$ cat config.mk
export PLATFORM = sky130hd
export DESIGN_NAME = aux_sensor_adc_battery_monitor
export DESIGN_NICKNAME = d
export VERILOG_FILES = /design/src/verilog/aux_meas_pkg.sv /design/src/verilog/interval_timer.sv /design/src/verilog/reg_serial_port.sv /design/src/verilog/aux_sensor_adc_battery_monitor.sv
export SDC_FILE = /design/constraint.sdc
export NUM_CORES = 1
export LEC_CHECK = 0
export BUFFER_PORTS_ARGS = -buffer_cell sky130_fd_sc_hd__buf_2
export CORE_UTILIZATION = 59
export DETAILED_ROUTE_END_ITERATION = 16
export PLACE_DENSITY_LB_ADDON = 0.1
export SLEW_MARGIN = 20
export SYNTH_ARGS = -nofsm -noshare
export SYNTH_HDL_FRONTEND = slang
export SYNTH_SLANG_ARGS = --single-unit
export TNS_END_PERCENT = 1
$ cat constraint.sdc
create_clock -name mclk -period 2.55 [get_ports mclk]
set_clock_uncertainty 0.05 [all_clocks]
set_input_delay 0.3825 -clock mclk [delete_from_list [all_inputs] [get_ports mclk]]
set_output_delay 0.3825 -clock mclk [all_outputs]
set_load 0.02 [all_outputs]
$ cat src/verilog/aux_meas_pkg.sv
// Constants for the auxiliary converter, temperature sensor and battery monitor.
// Assumes a 25 MHz mclk and 7-bit register addresses on the serial register port.
`default_nettype none

package aux_meas_pkg;
    localparam int ADDR_W = 7;
    localparam int DATA_W = 8;
    localparam logic [6:0] CONV_SETUP_ADDR  = 7'h0F;
    localparam logic [6:0] SUPPLY_OFFS_ADDR = 7'h10;
    localparam logic [6:0] RESULT_ADDR      = 7'h11;
    localparam logic [6:0] TS_CTRL_ADDR     = 7'h12;
    localparam logic [6:0] TV_OFFS_ADDR     = 7'h13;
    localparam logic [6:0] BAT_THR_ADDR     = 7'h1A;
    localparam logic [6:0] BAT_LEVEL_ADDR   = 7'h1B;
    localparam int BUSY_BIT     = 7;
    localparam int SEL_MSB      = 6;
    localparam int SEL_LSB      = 4;
    localparam int REF_MSB      = 3;
    localparam int REF_LSB      = 2;
    localparam int GAIN_MSB     = 1;
    localparam int GAIN_LSB     = 0;
    localparam int SOFFS_MSB    = 3;
    localparam int SPAN_MSB     = 7;
    localparam int SPAN_LSB     = 6;
    localparam int SHIFT_EN_BIT = 5;
    localparam int TRIM_EN_BIT  = 4;
    localparam int TSTRIM_MSB   = 3;
    localparam int TSTRIM_LSB   = 2;
    localparam int VBGTRIM_MSB  = 1;
    localparam int LEVEL_W      = 5;
    localparam logic [7:0] SETUP_RST  = 8'h00;
    localparam logic [3:0] SOFFS_RST  = 4'h0;
    localparam logic [7:0] RESULT_RST = 8'h00;
    localparam logic [7:0] TSCTRL_RST = 8'h20;
    localparam logic [7:0] TVOFFS_RST = 8'h00;
    localparam logic [4:0] THR_RST    = 5'h14;
    localparam logic [2:0] TEMP_INPUT  = 3'h0;
    localparam logic [1:0] BANDGAP_REF = 2'h0;
    localparam logic [2:0] LOW_RUN     = 3'h4;
    localparam logic [3:0] BYTE_LAST   = 4'h7;
    localparam logic [3:0] WORD_LAST   = 4'hF;
    localparam logic [3:0] DATA_FIRST  = 4'h8;
    localparam int CLK_PERIOD_NS  = 40;
    localparam int CONV_TIME_NS   = 350_000;
    localparam int MEAS_TIME_NS   = 250_000;
    localparam int PERIOD_TIME_NS = 1_000_000_000;
    localparam int CONV_CYCLES    = (CONV_TIME_NS + CLK_PERIOD_NS - 1) / CLK_PERIOD_NS;
    localparam int MEAS_CYCLES    = (MEAS_TIME_NS + CLK_PERIOD_NS - 1) / CLK_PERIOD_NS;
    localparam int PERIOD_CYCLES  = PERIOD_TIME_NS / CLK_PERIOD_NS;
    localparam int TIMER_W        = 25;
endpackage

`default_nettype wire

$ cat src/verilog/interval_timer.sv
// One-shot cycle counter: done pulses in the len-th cycle after start.
// Assumes len is at least one; stop abandons a running count.
`default_nettype none

module interval_timer #(
    parameter int W = 25
) (
    // clock and reset
    input  wire logic         mclk,
    input  wire logic         resetn,
    // control
    input  wire logic         start,
    input  wire logic         stop,
    input  wire logic [W-1:0] len,
    // status
    output logic              done,
    output logic              running
);
    typedef struct packed {
        logic [W-1:0] cnt;
        logic         run;
    } tmr_t;

    tmr_t tmr_reg;
    tmr_t tmr_next;

    assign done    = tmr_reg.run && (tmr_reg.cnt == W'(1));
    assign running = tmr_reg.run;

    always_comb begin
        tmr_next = tmr_reg;
        if (start) begin
            tmr_next.cnt = len;
            tmr_next.run = 1'b1;
        end else if (stop || done) begin
            tmr_next.run = 1'b0;
        end else if (tmr_reg.run) begin
            tmr_next.cnt = tmr_reg.cnt - W'(1);
        end
    end

    always_ff @(posedge mclk) begin
        if (!resetn) begin
            tmr_reg <= '0;
        end else begin
            tmr_reg <= tmr_next;
        end
    end
endmodule

`default_nettype wire

$ cat src/verilog/reg_serial_port.sv
// Serial register port: R/W bit, 7-bit address, then data bytes, MSB first.
// Assumes sck idles low; data in on rising edge, out on falling edge.
`default_nettype none

module reg_serial_port (
    // clock and reset
    input  wire logic       mclk,
    input  wire logic       resetn,
    // pins
    input  wire logic       spi_sel_n,
    input  wire logic       spi_sck,
    input  wire logic       spi_sdi,
    output logic            spi_sdo,
    output logic            spi_sdo_oe,
    // register side
    output logic            wr_en,
    output logic [6:0]      wr_addr,
    output logic [7:0]      wr_data,
    output logic [6:0]      rd_addr,
    input  wire logic [7:0] rd_data
);
    typedef struct packed {
        logic [2:0] sel_s;
        logic [2:0] sck_s;
        logic [2:0] sdi_s;
        logic       sel_f;
        logic       sck_f;
        logic       sdi_f;
        logic [3:0] bitcnt;
        logic       rw;
        logic [6:0] addr;
        logic [7:0] shin;
        logic [7:0] shout;
        logic       sdo;
        logic       inc_pend;
        logic       load_pend;
        logic       wr;
        logic [7:0] wdata;
    } sp_t;

    sp_t sp_reg;
    sp_t sp_next;
    logic sck_new;
    logic sdi_new;
    logic [7:0] byte_in;

    assign spi_sdo    = sp_reg.sdo;
    assign spi_sdo_oe = !sp_reg.sel_f;
    assign wr_en      = sp_reg.wr;
    assign wr_addr    = sp_reg.addr;
    assign wr_data    = sp_reg.wdata;
    assign rd_addr    = sp_reg.addr;

    always_comb begin
        sp_next       = sp_reg;
        sp_next.wr    = 1'b0;
        sp_next.sel_s = {sp_reg.sel_s[1:0], spi_sel_n};
        sp_next.sck_s = {sp_reg.sck_s[1:0], spi_sck};
        sp_next.sdi_s = {sp_reg.sdi_s[1:0], spi_sdi};
        // a level counts once the second and third stages agree
        if (sp_reg.sel_s[1] == sp_reg.sel_s[2]) begin
            sp_next.sel_f = sp_reg.sel_s[2];
        end
        sck_new = (sp_reg.sck_s[1] == sp_reg.sck_s[2]) ? sp_reg.sck_s[2] : sp_reg.sck_f;
        sdi_new = (sp_reg.sdi_s[1] == sp_reg.sdi_s[2]) ? sp_reg.sdi_s[2] : sp_reg.sdi_f;
        sp_next.sck_f = sck_new;
        sp_next.sdi_f = sdi_new;
        byte_in = {sp_reg.shin[6:0], sdi_new};
        if (sp_reg.inc_pend) begin
            sp_next.inc_pend  = 1'b0;
            sp_next.addr      = sp_reg.addr + 7'h01;
            sp_next.load_pend = !sp_reg.rw;
        end else if (sp_reg.load_pend) begin
            sp_next.load_pend = 1'b0;
            sp_next.shout     = rd_data;
        end
        if (sp_reg.sel_f) begin
            sp_next.bitcnt = '0;
        end else if (sck_new && !sp_reg.sck_f) begin
            sp_next.shin   = byte_in;
            sp_next.bitcnt = sp_reg.bitcnt + 4'h1;
            if (sp_reg.bitcnt == aux_meas_pkg::BYTE_LAST) begin
                sp_next.rw        = byte_in[7];
                sp_next.addr      = byte_in[6:0];
                sp_next.load_pend = !byte_in[7];
            end else if (sp_reg.bitcnt == aux_meas_pkg::WORD_LAST) begin
                // burst: the next byte goes to the following address
                sp_next.bitcnt   = aux_meas_pkg::DATA_FIRST;
                sp_next.wr       = sp_reg.rw;
                sp_next.wdata    = byte_in;
                sp_next.inc_pend = 1'b1;
            end
        end else if (!sck_new && sp_reg.sck_f) begin
            sp_next.sdo   = sp_reg.shout[7];
            sp_next.shout = {sp_reg.shout[6:0], 1'b0};
        end
    end

    always_ff @(posedge mclk) begin
        if (!resetn) begin
            sp_reg       <= '0;
            sp_reg.sel_s <= 3'h7;
            sp_reg.sel_f <= 1'b1;
        end else begin
            sp_reg <= sp_next;
        end
    end
endmodule

`default_nettype wire

$ cat src/verilog/aux_sensor_adc_battery_monitor.sv
// Auxiliary measurement control: 8-bit converter, temperature sensor, battery monitor.
// Assumes converter and battery samples are settled values on mclk at window end.
`default_nettype none

module aux_sensor_adc_battery_monitor #(
    parameter logic [24:0] CONV_CYCLES   = 25'(aux_meas_pkg::CONV_CYCLES),
    parameter logic [24:0] MEAS_CYCLES   = 25'(aux_meas_pkg::MEAS_CYCLES),
    parameter logic [24:0] PERIOD_CYCLES = 25'(aux_meas_pkg::PERIOD_CYCLES)
) (
    // clock and reset
    input  wire logic       mclk,
    input  wire logic       resetn,
    // serial register port
    input  wire logic       spi_sel_n,
    input  wire logic       spi_sck,
    input  wire logic       spi_sdi,
    output logic            spi_sdo,
    output logic            spi_sdo_oe,
    // control from the rest of the chip
    input  wire logic       battery_monitor_en,
    input  wire logic       battery_irq_en,
    input  wire logic       sleep_mode,
    input  wire logic       test_bus_temp_sel,
    input  wire logic       low_battery_clear,
    // analog samples
    input  wire logic [7:0] adc_sample,
    input  wire logic [4:0] battery_sample,
    // analog controls
    output logic            conv_active,
    output logic [2:0]      conv_input_sel,
    output logic [1:0]      conv_ref_sel,
    output logic [1:0]      conv_gain,
    output logic [3:0]      supply_offset,
    output logic            temp_sensor_power,
    output logic [1:0]      temp_span,
    output logic            temp_shift_en,
    output logic            trim_en,
    output logic [1:0]      trim_code,
    output logic [1:0]      bandgap_trim,
    output logic            battery_meas_power,
    output logic            rc_osc_enable,
    // interrupt
    output logic            irq_n,
    output logic            low_battery_status
);
    typedef enum logic [1:0] {BAT_OFF, BAT_MEAS, BAT_REST} bat_state_t;

    typedef struct packed {
        logic [7:0] setup;
        logic [3:0] soffs;
        logic [7:0] result;
        logic [7:0] ts_ctrl;
        logic [7:0] tvoffs;
        logic [4:0] thr;
        logic [4:0] level;
        logic [2:0] run_cnt;
        logic       low_flag;
        logic       irq_n;
        logic       ts_pwr;
        logic       rc_osc;
        bat_state_t bstate;
    } core_t;

    core_t c_reg;
    core_t c_next;

    logic       wr_en;
    logic [6:0] wr_addr;
    logic [7:0] wr_data;
    logic [6:0] rd_addr;
    logic [7:0] rd_data;
    logic       conv_start;
    logic       conv_done;
    logic       bat_start;
    logic       bat_stop;
    logic       bat_done;
    logic [24:0] bat_len;
    logic       below;
    logic       busy;

    // ****************************************
    // serial port and timers
    // ****************************************
    reg_serial_port u_port (
        .mclk       (mclk),
        .resetn     (resetn),
        .spi_sel_n  (spi_sel_n),
        .spi_sck    (spi_sck),
        .spi_sdi    (spi_sdi),
        .spi_sdo    (spi_sdo),
        .spi_sdo_oe (spi_sdo_oe),
        .wr_en      (wr_en),
        .wr_addr    (wr_addr),
        .wr_data    (wr_data),
        .rd_addr    (rd_addr),
        .rd_data    (rd_data)
    );

    interval_timer #(.W(aux_meas_pkg::TIMER_W)) u_conv_tmr (
        .mclk    (mclk),
        .resetn  (resetn),
        .start   (conv_start),
        .stop    (1'b0),
        .len     (CONV_CYCLES),
        .done    (conv_done),
        .running ()
    );

    interval_timer #(.W(aux_meas_pkg::TIMER_W)) u_bat_tmr (
        .mclk    (mclk),
        .resetn  (resetn),
        .start   (bat_start),
        .stop    (bat_stop),
        .len     (bat_len),
        .done    (bat_done),
        .running ()
    );

    // ****************************************
    // outputs
    // ****************************************
    assign busy               = c_reg.setup[aux_meas_pkg::BUSY_BIT];
    assign conv_active        = busy;
    assign conv_input_sel     = c_reg.setup[aux_meas_pkg::SEL_MSB:aux_meas_pkg::SEL_LSB];
    assign conv_ref_sel       = c_reg.setup[aux_meas_pkg::REF_MSB:aux_meas_pkg::REF_LSB];
    assign conv_gain          = c_reg.setup[aux_meas_pkg::GAIN_MSB:aux_meas_pkg::GAIN_LSB];
    assign supply_offset      = c_reg.soffs;
    assign temp_sensor_power  = c_reg.ts_pwr;
    assign temp_span          = c_reg.ts_ctrl[aux_meas_pkg::SPAN_MSB:aux_meas_pkg::SPAN_LSB];
    assign temp_shift_en      = c_reg.ts_ctrl[aux_meas_pkg::SHIFT_EN_BIT];
    assign trim_en            = c_reg.ts_ctrl[aux_meas_pkg::TRIM_EN_BIT];
    assign trim_code          = c_reg.ts_ctrl[aux_meas_pkg::TSTRIM_MSB:aux_meas_pkg::TSTRIM_LSB];
    assign bandgap_trim       = c_reg.ts_ctrl[aux_meas_pkg::VBGTRIM_MSB:0];
    assign battery_meas_power = (c_reg.bstate == BAT_MEAS);
    assign rc_osc_enable      = c_reg.rc_osc;
    assign irq_n              = c_reg.irq_n;
    assign low_battery_status = c_reg.low_flag;

    // a start arriving as the previous conversion ends is kept
    assign conv_start = wr_en && (wr_addr == aux_meas_pkg::CONV_SETUP_ADDR)
                        && wr_data[aux_meas_pkg::BUSY_BIT] && (!busy || conv_done);
    assign below      = (battery_sample < c_reg.thr);

    // ****************************************
    // register reads
    // ****************************************
    always_comb begin
        unique case (rd_addr)
            aux_meas_pkg::CONV_SETUP_ADDR:  rd_data = c_reg.setup;
            aux_meas_pkg::SUPPLY_OFFS_ADDR: rd_data = {4'h0, c_reg.soffs};
            aux_meas_pkg::RESULT_ADDR:      rd_data = c_reg.result;
            aux_meas_pkg::TS_CTRL_ADDR:     rd_data = c_reg.ts_ctrl;
            aux_meas_pkg::TV_OFFS_ADDR:     rd_data = c_reg.tvoffs;
            aux_meas_pkg::BAT_THR_ADDR:     rd_data = {3'h0, c_reg.thr};
            aux_meas_pkg::BAT_LEVEL_ADDR:   rd_data = {3'h0, c_reg.level};
            default:                        rd_data = 8'h00;
        endcase
    end

    // ****************************************
    // next state
    // ****************************************
    always_comb begin
        c_next    = c_reg;
        bat_start = 1'b0;
        bat_stop  = 1'b0;
        bat_len   = MEAS_CYCLES;
        if (wr_en) begin
            unique case (wr_addr)
                aux_meas_pkg::CONV_SETUP_ADDR: begin
                    c_next.setup[aux_meas_pkg::SEL_MSB:0] = wr_data[aux_meas_pkg::SEL_MSB:0];
                end
                aux_meas_pkg::SUPPLY_OFFS_ADDR: c_next.soffs   = wr_data[aux_meas_pkg::SOFFS_MSB:0];
                aux_meas_pkg::TS_CTRL_ADDR:     c_next.ts_ctrl = wr_data;
                aux_meas_pkg::TV_OFFS_ADDR:     c_next.tvoffs  = wr_data;
                aux_meas_pkg::BAT_THR_ADDR:     c_next.thr     = wr_data[aux_meas_pkg::LEVEL_W-1:0];
                default: ;
            endcase
        end
        if (conv_start) begin
            c_next.setup[aux_meas_pkg::BUSY_BIT] = 1'b1;
        end else if (conv_done) begin
            c_next.setup[aux_meas_pkg::BUSY_BIT] = 1'b0;
        end
        if (conv_done) begin
            c_next.result = adc_sample + (temp_shift_en ? c_reg.tvoffs : 8'h00);
        end
        c_next.ts_pwr = (c_next.setup[aux_meas_pkg::SEL_MSB:aux_meas_pkg::SEL_LSB] == aux_meas_pkg::TEMP_INPUT)
                        || test_bus_temp_sel;
        c_next.rc_osc = battery_monitor_en && sleep_mode;
        unique case (c_reg.bstate)
            BAT_OFF: begin
                c_next.run_cnt = 3'h0;
                if (battery_monitor_en) begin
                    bat_start     = 1'b1;
                    c_next.bstate = BAT_MEAS;
                end
            end
            BAT_MEAS: begin
                if (!battery_monitor_en) begin
                    bat_stop      = 1'b1;
                    c_next.bstate = BAT_OFF;
                end else if (bat_done) begin
                    c_next.level = battery_sample;
                    if (below) begin
                        if (c_reg.run_cnt != aux_meas_pkg::LOW_RUN) begin
                            c_next.run_cnt = c_reg.run_cnt + 3'h1;
                        end
                    end else begin
                        c_next.run_cnt = 3'h0;
                    end
                    bat_start     = 1'b1;
                    bat_len       = PERIOD_CYCLES - MEAS_CYCLES;
                    c_next.bstate = BAT_REST;
                end
            end
            BAT_REST: begin
                if (!battery_monitor_en) begin
                    bat_stop      = 1'b1;
                    c_next.bstate = BAT_OFF;
                end else if (bat_done) begin
                    bat_start     = 1'b1;
                    c_next.bstate = BAT_MEAS;
                end
            end
        endcase
        // set wins over a clear in the same cycle
        if (bat_done && (c_reg.bstate == BAT_MEAS) && battery_monitor_en && below
            && (c_next.run_cnt == aux_meas_pkg::LOW_RUN)) begin
            c_next.low_flag = 1'b1;
        end else if (low_battery_clear) begin
            c_next.low_flag = 1'b0;
        end
        c_next.irq_n = !(c_next.low_flag && battery_irq_en);
    end

    always_ff @(posedge mclk) begin
        if (!resetn) begin
            c_reg          <= '0;
            c_reg.setup    <= aux_meas_pkg::SETUP_RST;
            c_reg.soffs    <= aux_meas_pkg::SOFFS_RST;
            c_reg.result   <= aux_meas_pkg::RESULT_RST;
            c_reg.ts_ctrl  <= aux_meas_pkg::TSCTRL_RST;
            c_reg.tvoffs   <= aux_meas_pkg::TVOFFS_RST;
            c_reg.thr      <= aux_meas_pkg::THR_RST;
            c_reg.irq_n    <= 1'b1;
            c_reg.ts_pwr   <= 1'b1;
            c_reg.bstate   <= BAT_OFF;
        end else begin
            c_reg <= c_next;
        end
    end

    // ****************************************
    // checks
    // ****************************************
    logic [24:0] conv_age;

    always_ff @(posedge mclk) begin
        if (!resetn || conv_start) begin
            conv_age <= 25'h0000000;
        end else if (busy) begin
            conv_age <= conv_age + 25'h0000001;
        end
    end
endmodule

`default_nettype wire

# --- Word level (Yosys, flattened, before mapping) ---
# Index checks and enable logic that the tools add are counted.
totals:
  register_bits: 159
  inputBits: 23
  out_inout_bits: 27
  elab_cells: 175
op_classes:
  add_sub_neg: 6
  order_cmp: 1
  eq_ne: 23
  n_mux: 55
  bitwise_logic: 6
  n_reduce_logical: 48
ops:
  columns: ["cell", "count"]
  rows:
  - ["25-bit 2-to-1 mux", 5]
  - ["8-bit case mux with 7 select lines", 1]
  - ["25-bit by 1-bit == test with 1-bit output (second input constant)", 2]
  - ["25-bit by 1-bit subtractor with 25-bit output (second input constant)", 2]
  - ["7-bit by 5-bit == test with 1-bit output (second input constant)", 6]
  - ["9-bit 2-to-1 mux", 4]
  - ["35-bit 2-to-1 mux", 1]
  - ["15-bit 2-to-1 mux", 2]
  - ["14-bit 2-to-1 mux", 2]
  - ["26-bit 2-to-1 mux", 1]
  - ["8-bit 2-to-1 mux", 3]
  - ["11-bit 2-to-1 mux", 2]
  - ["7-bit 2-to-1 mux", 3]
  - ["2-bit AND reduction", 9]
  - ["1-bit 2-to-1 mux", 16]
  - ["1-bit logical AND", 13]
  - ["3-bit 2-to-1 mux", 4]
  - ["4-bit 2-to-1 mux", 3]
  - ["3-bit AND reduction", 4]
  - ["2-bit 2-to-1 mux", 5]
  - ["8-bit adder", 1]
  - ["2-bit nonzero test", 4]
  - ["7-bit by 1-bit adder with 7-bit output (second input constant)", 1]
  - ["7-bit by 4-bit == test with 1-bit output (second input constant)", 1]
  - ["other kinds (24)", 44]

# --- Logic depth before layout (Yosys ltp) ---
# Gate-level depths: netlist of run 1.
depth:
  ltp_word: 11
  mapped_depth: 10

# --- Hierarchy ---
# Synthesis of run 1 repeated with hierarchy kept, for this count alone.
hier_totals:
  hier_cells: 1002
  area_unflattened_um2: 8752.1
by_module_without_submodules:
  columns: ["module", "n_inst", "cells_per_inst", "area_each_um2", "seq_area_each_um2"]
  rows:
  - ["aux_sensor_adc_battery_monitor", 1, 383, 3315.7, 1101.1]
  - ["interval_timer", 2, 187, 1592.8, 520.5]
  - ["reg_serial_port", 1, 245, 2250.9, 1021.0]

# --- Worst setup path before layout of run 1 ---
# Ideal clock, no wire load.
synth_timing:
  path_kind: "reg2reg"
  start: "register c_reg (netlist bit temp_shift_en)"
  end: "register c_reg[41] (netlist bit)"
  setup_ps: 116
  arrival_ps: 2318
  required_time_ps: 2384
  setup_slack_ps: 66
  path_stages_with_launch: 11
  path_buffers: 1
  period_less_slack_ps: 2484
  path_cell_list: "dfxtp_1 -> clkbuf_1 -> and2_1 -> ha_1 -> inv_1 -> fa_1 -> nand2b_1 -> a21boi_0 -> o21a_1 -> o311ai_0 -> a31o_2"
synth_via:
  elab_chain_cells: 2
synth_lines:
  columns: ["item", "line_no", "source"]
  rows:
  - ["start, declared", "aux_sensor_adc_battery_monitor.sv:64", "core_t c_reg;"]
  - ["start signal, assigned", "aux_sensor_adc_battery_monitor.sv:250", "c_reg <= c_next;"]
  - ["8-bit 2-to-1 mux", "aux_sensor_adc_battery_monitor.sv:186", "c_next.result = adc_sample + (temp_shift_en ? c_reg.tvoffs : 8'h00);"]
  - ["8-bit adder", "aux_sensor_adc_battery_monitor.sv:186", null]
# No other way between the ends.
# A chain may end at the register's enable or synchronous reset.

# --- Worst setup path in the final report of run 1 ---
layout_timing:
  start: "register u_bat_tmr.tmr_reg[1] (netlist bit)"
  end: "register u_bat_tmr.tmr_reg[23] (netlist bit)"
layout_via:
  elab_chain_cells: 7
  word_cells_on_any_way: 16
  cone_classes: "add/sub: 1; eq/ne: 2; mux: 9; reduce/logical: 4"
layout_lines:
  columns: ["item", "line_no", "source"]
  rows:
  - ["start, declared", "interval_timer.sv:24", "tmr_t tmr_reg;"]
  - ["start signal, assigned", "interval_timer.sv:46", "tmr_reg <= tmr_next;"]
  - ["branches (longest 7 deep; another with 25-bit by 1-bit subtractor with 25-bit output)", null, null]
# Several ways; the timed one is not identified. The select of a mux whose other input is x is not followed.

==> reports/metrics.yaml, run 1 <==
drv_cap: 0
drive_above_1_share_pct: 15.6
grt_usage_pct: 30.3
cts.sinks: 157
async_flop_share_pct: 0
fp.dieW_um: 119
synthTopCellsByArea: "dfxtp_1, a21oi_1, nand2_1"
ir_drop_uv: 540
clk_pin_slew_ps: 60
largest_reg_flops: 31
yosysTopAreaCellShare_pct: 38.6
fillers: 1090
instances_no_fill: 1211
cts-resized-gates: 0
fin_area_um2: 9280
top_level_ports: 50
gp_congestion: 0.923
drc: 0
drtPass1Iterations: 5
synthTopCellsByCount: "dfxtp_1, nand2_1, a21oi_1"
hold_viol: 0
yosysTopAreaCell: "dfxtp_1"
io_buffers: 49
hpwl_um: 14600
grt_pass1_wl_um: 34400
antenna_found_initial: 1
path_max_fanout: 4
postPlaceCellArea_um2: 8670
dp_cells: 1178
utilization_pct: 69.5
crit_buf_inv: 1
crit_arrival_ps: 2730
slowest_delay_ps: 500
clk_latency_ps: 430
ys.flop_type: "dfxtp_1"
syn2layout_area_growth_pct: 14.0
status: "complete, no violations"
numCtsBuffers: 17
critPathKind: "flip-flop to flip-flop"
drt_iter0_markers: 702
fin_crit_sh_pct: 94.2
finalCriticalPeriod_ps: 2400
via_count: 7473
avgRoutedWirePerCell_um: 17.2
start_util_pct: 61.0
synth_most_common_cell: "dfxtp_1"
cts_buffer_depth: 2
cts_hold_buf: 0
placementRows: 42
wl_um: 20800
min_path_type: "input port to flip-flop"
grt_max_degree: 29
worst_pin_slew_ps: 601
cpMaxStageDelayCell: "or4b_1"
netlist_instances: 970
gr-total-overflow: 0
rrSetupSlack_ps: 150
h-tree-depth: 4
finalSetupViolCount: 0
critPathLaunchType: "flip-flop"
postRouteAntennaNets: 0
die_h_um: 119
nNetsFinal: 1070
die_area_um2: 14300
crit_family: "simple AND/OR/NAND/NOR gates"
synth.avg_cell_area_um2: 8.39
post_cts_buffers: 0
synth-edff-count: 0
worstSetupEndpointType: "flip-flop"
setup_tns_ps: 0
slew_headroom_pct: 59.6
leakage_nw: 3.62
max_freq_mhz: 416
synth_cell_type_count: 82
crit_path_cell_trace: "inv_1 -> ha_1 -> or4b_1 -> or4_4 -> or3_1 -> a211oi_1 -> o22a_1"
whs_ps: 86.0
rsz0062_at_grt: "false"
cp_data_required_time_ps: 2880
syn_area_um2: 8140
seq_area_frac_synth_pct: 38.6
powerDensity_nw_per_um2: 638
vias_per_cell: 6.17
yosysWarnings: 0
syn_nets: 1019
slew_viol_final: 0
clockRootBuffer: "clkbuf_16"
grt_pass1_vias: 6926
tritoncts: "done"
synth_seq_cells: 157
coreArea_um2: 13300
## cell type report
class                      count  area, um2  share of cell area (%)
antenna                        1       2.50                  0.0270
sequential                   157       3140                    33.9
multi-input combinational    710       4540                    48.9
clock inverter                11        134                    1.44
timing repair buffer         100        641                    6.90
tap                          176        220                    2.37
clock buffer                  21        470                    5.07
inverter                      35        131                    1.42
## placed cells by master (no fill, tap or decap), types with 10 or more instances in the layout
cell and count:
dfxtp_1 157, or3_1 19, o21ai_0 34, inv_1 34, nand2_1 104, clkbuf_16 17
ha_1 25, xnor2_1 16, buf_4 50, buf_2 49, o31ai_1 16, and3_1 10
o22a_1 10, a211oi_1 22, nand3_1 46, and2_1 15, nor3_1 28, nand4_1 16
a21oi_1 80, a31oi_1 13, nor2_1 68, nand2b_1 10, mux2i_1 21
## power by group
group | leakage, nW | internal (mW) | switching, mW | total (mW)
clock network | 0.283 | 1.53 | 1.06 | 2.59
logic | 2.07 | 0.303 | 0.457 | 0.760
registers | 1.27 | 2.51 | 0.0682 | 2.58
total | 3.62 | 4.34 | 1.58 | 5.92
## layer usage
metal / global-route usage [%] / part of all wire, %
met3: 6.47 / 6.6
met5: 0 / 0
met1: 40.7 / 46
met4: 10.9 / 2.2
met2: 47.9 / 45
## metrics by stage
stage	power (mW)	setup WS, ps
2_1_floorplan	3.09	65.8
3_3_place_gp	3.36	222
3_5_place_dp	3.36	162
4_1_cts	5.93	140
5_1_grt	6.13	0.781
6_report	5.92	148
## cell families (layout without fill, tap and decap cells)
family	Yosys count	after routing	share of synthesized area (%)
AND/OR/NAND/NOR	383	383	24.6
AO/OA/AOI/OAI	257	257	21.9
flip-flops	157	157	38.6
buffers and inverters	103	167	5.70
adder cells (fa/ha/maj)	27	27	4.21
XOR/XNOR	22	22	2.37
multiplexers	21	21	2.58
other	0	1	0
## final timing paths
path	from	endpoint	depth (start not counted)
worst min register to register	u_port.sp_next[50]	u_port.sp_next[51]	1
worst min-delay path	spi_sel_n	u_port.sp_next[50]	2
worst max-delay path	u_bat_tmr.tmr_reg[1]	u_bat_tmr.tmr_reg[23]	7
worst max register to register	u_bat_tmr.tmr_reg[1]	u_bat_tmr.tmr_reg[23]	7
## worst reg2reg max path: stages, from the launching register on
cell      delay [ps]
dfxtp_1          330
inv_1            100
ha_1             230
or4b_1           500
or4_4            460
or3_1            320
a211oi_1         210
o22a_1           160
Power figures use the tool's default switching activity.
==> run 2: changes to the inputs <==
Settings changed: PLACE_DENSITY set to 0.81, PLACE_DENSITY_LB_ADDON 0.1 to not set, TNS_END_PERCENT 1 to 10.
==> reports/metrics.yaml, run 2 (synthesized netlist as in run 1, its figures left out) <==
hpwl_um: 14200
postRouteAntennaNets: 0
finalCriticalPeriod_ps: 2420
cts_hold_buf: 0
whs_ps: 84.2
clk_pin_slew_ps: 60
die_area_um2: 14300
clk_latency_ps: 430
instances_no_fill: 1203
power_mw: 6.07
setup_tns_ps: 0
layout_common_cells: "dfxtp_1, nand2_1, a21oi_1, nor2_1, buf_2"
cts_buffer_depth: 2
fin_crit_sh_pct: 94.8
final_common_cell: "dfxtp_1"
worstSetupEndpointType: "flip-flop"
drt_iter0_markers: 731
coreArea_um2: 13300
slew_headroom_pct: 51.5
path_max_fanout: 4
ir_drop_uv: 606
gr-total-overflow: 0
largest_reg_flops: 31
io_buffers: 49
start_util_pct: 61.0
nNetsFinal: 1063
top_level_ports: 50
h-tree-depth: 4
crit_arrival_ps: 2740
wl_um: 21100
via_count: 7616
grt_pass1_wl_um: 34800
min_path_type: "input port to flip-flop"
status: "complete, no violations"
leakage_nw: 3.61
worst_pin_slew_ps: 723
cts.sinks: 157
dp_cells: 1171
tritoncts: "done"
slew_viol_final: 0
grt_usage_pct: 30.6
gp_congestion: 0.950
grt_pass1_vias: 7127
drc: 0
avgRoutedWirePerCell_um: 17.6
grt_max_degree: 75
powerDensity_nw_per_um2: 655
rsz0062_at_grt: "false"
critPathKind: "flip-flop to flip-flop"
fillers: 1101
die_h_um: 119
max_freq_mhz: 414
drv_cap: 0
numCtsBuffers: 17
rrSetupSlack_ps: 130
utilization_pct: 69.5
vias_per_cell: 6.33
clockRootBuffer: "clkbuf_16"
critPathLaunchType: "flip-flop"
finalSetupViolCount: 0
antenna_found_initial: 1
placementRows: 42
fp.dieW_um: 119
cp_data_required_time_ps: 2870
syn2layout_area_growth_pct: 13.9
hold_viol: 0
drtPass1Iterations: 6
drive_above_1_share_pct: 15.0
-- run 2: final timing paths --
path	start	endpoint	cells after the start
worst min-delay path	spi_sel_n	u_port.sp_next[50]	2
worst max-delay path	u_bat_tmr.tmr_reg[1]	u_bat_tmr.tmr_reg[23]	7
worst min register to register	u_port.sp_next[50]	u_port.sp_next[51]	1
worst max register to register	u_bat_tmr.tmr_reg[1]	u_bat_tmr.tmr_reg[23]	7
-- run 2: power breakdown --
group | switching [mW] | internal (mW) | total [mW] | leakage, nW
combinational | 0.468 | 0.309 | 0.778 | 2.04
clock | 1.05 | 1.67 | 2.72 | 0.297
sequential | 0.0667 | 2.51 | 2.57 | 1.27
-- run 2: area by class of cell --
type / instances / area [um2] / share of cell area (%)
flip-flops and latches: 157 / 3140 / 33.9
clock buffers: 19 / 443 / 4.78
well taps: 176 / 220 / 2.37
multi-input cells: 710 / 4550 / 49.0
diodes: 1 / 2.50 / 0.0270
clock inverters: 12 / 186 / 2.01
repair buffers: 93 / 601 / 6.48
inverters: 35 / 131 / 1.42
-- run 2: per-layer routing --
layer | track usage [%] | part of all wire (%)
met1 | 39.5 | 44
met2 | 49.8 | 47
met3 | 5.70 | 6.8
met4 | 13.1 | 2.6
met5 | 0 | 0
-- run 2: through the flow --
| step | setup slack, ps | area (um2) |
|---|---|---|
| after floorplan | 65.8 | 8140 |
| after detailed placement | 160 | 8630 |
| final | 132 | 9270 |
| after global routing | 7.44 | 9270 |
| after global placement | 245 | 8630 |
| after CTS | 143 | 9260 |
-- run 2: repair_timing --
item                                    CTS  global route
gates resized for setup                   0             1
endpoints found under the hold margin     0             0
buffers inserted                          0             0
endpoints found under the setup margin    0             1
-- run 2: worst max-delay path, stage by stage, from the launching register on --
cell and delay, ps:
dfxtp_1 330, inv_1 90, ha_1 220, or4b_1 500, or4_4 460, or3_1 320
a211oi_1 210, o22a_1 170
==> run 3: changes to the inputs <==
Settings changed: ABC_AREA set to 0, CORE_MARGIN set to 1.5, CTS_CLUSTER_SIZE set to 28.
==> reports/metrics.yaml, run 3 (synthesized netlist as in run 1, its figures left out) <==
status: "complete, no violations"
io_buffers: 49
gp_congestion: 0.982
wl_um: 20900
drv_cap: 0
max_freq_mhz: 414
hpwl_um: 14300
die_area_um2: 14500
placementRows: 42
postPlaceCellArea_um2: 8680
ff2ff_path_depth: 5
worstHoldPathCells: 2
ir_drop_uv: 574
finalCriticalPeriod_ps: 2410
die_h_um: 120
largest_reg_flops: 31
leakage_nw: 3.61
cp_data_required_time_ps: 2880
grt_usage_pct: 29.3
cpMaxStageDelayCell: "or3b_2"
gr-total-overflow: 0
tritoncts: "done"
drive_above_1_share_pct: 15.6
fp.dieW_um: 120
critPathKind: "flip-flop to flip-flop"
vias_per_cell: 6.25
via_count: 7562
finalSetupViolCount: 0
p_comb_share_pct: 13.5
layout_common_cells: "dfxtp_1, nand2_1, a21oi_1, nor2_1, buf_2"
hold_viol: 0
grt_pass1_vias: 6854
numCtsBuffers: 17
slew_viol_final: 0
fillers: 1073
worstSetupEndpointType: "flip-flop"
pwr-share-clk_pct: 41.9
start_util_pct: 61.0
switching_share_pct: 29.1
fin_area_um2: 9230
drt_iter0_markers: 934
fin_crit_sh_pct: 94.7
setup_tns_ps: 0
critPathLaunchType: "flip-flop"
rsz0062_at_grt: "false"
clk_pin_slew_ps: 70
grt_pass1_wl_um: 34200
cts_buffer_depth: 2
postRouteAntennaNets: 0
powerDensity_nw_per_um2: 624
drtPass1Iterations: 7
cts-resized-gates: 0
seq_power_share_pct: 44.6
h-tree-depth: 4
min_path_type: "input port to flip-flop"
p_sw_mw: 1.68
post_cts_buffers: 0
cts.sinks: 157
nNetsFinal: 1069
drc: 0
worst_pin_slew_ps: 932
path_max_fanout: 7
grt_max_degree: 53
crit_path_cell_trace: "or3b_2 -> nor4b_1 -> o41ai_1 -> a31oi_1 -> o221a_2"
avgRoutedWirePerCell_um: 17.3
intPower_mw: 4.09
coreArea_um2: 13300
crit_arrival_ps: 2740
clockRootBuffer: "clkbuf_16"
diodes: 0
top_level_ports: 50
final_common_cell: "dfxtp_1"
antenna_found_initial: 0
slowest_delay_ps: 570
clk_latency_ps: 430
cts_hold_buf: 0
slew_headroom_pct: 37.0
whs_ps: 87.6
syn2layout_area_growth_pct: 13.4
[run 3: changes by cell type in the layout (fill, tap and decap cells not counted), sizes merged]
cell,delta
clkbuf,-2
clkinv,+3
inv,+5
clkinvlp,-1
diode,-1
bufinv,-4
buf,+6
[run 3: cell type report]
class                   instances  area, um2  area share, %
clock buffers                  17        425           4.61
flip-flops and latches        157       3140           34.0
inverters                      35        131           1.42
well taps                     176        220           2.39
multi-input cells             710       4540           49.2
repair buffers                 99        646           6.99
clock inverters                15        128           1.38
[run 3: critical path, delay by kind of cell, from the launching register on]
| kind | cells | cell delay (ps) |
|---|---|---|
| flops | 1 | 430 |
| compound gates | 3 | 770 |
| simple gates | 2 | 1110 |
[run 3: layer usage]
layer / part of all wire [%] / vias to the layer above / track usage (%)
met1: 45 / 3535 / 40.6
met5: 0 / - / 0
met3: 7.9 / 45 / 6.84
met4: 2.1 / 0 / 10.3
li1: - / 3680 / -
met2: 45 / 302 / 44.7
[run 3: path summary, 6_finish.rpt]
check                                         from                 end  slack (ps)
worst max register to register   u_port.rd_addr[4]   u_port.sp_reg[16]         140
worst min-delay path                     spi_sel_n  u_port.sp_next[50]          90
worst min register to register  u_port.sp_next[50]  u_port.sp_next[51]         360
worst max-delay path             u_port.rd_addr[4]   u_port.sp_reg[16]         140
[run 3: power groups by stage]
stage | Clock (mW) | Combinational [mW] | Sequential (mW)
2_1_floorplan | 0 | 0.485 | 2.61
3_3_place_gp | 0 | 0.737 | 2.62
3_5_place_dp | 0 | 0.750 | 2.62
4_1_cts | 2.44 | 0.758 | 2.57
5_1_grt | 2.55 | 0.839 | 2.58
6_report | 2.42 | 0.779 | 2.57
[run 3: per-stage QoR]
step | instances | power (mW) | utilization (%) | setup WS (ps)
floorplan | 970 | 3.09 | - | 65.8
global placement | 1177 | 3.36 | 65.0 | 247
detailed placement | 1177 | 3.37 | 65.0 | 194
CTS | 1209 | 5.76 | 69.2 | 178
global route | 1209 | 5.97 | 69.2 | 18.3
finish | 1209 | 5.77 | 69.2 | 136
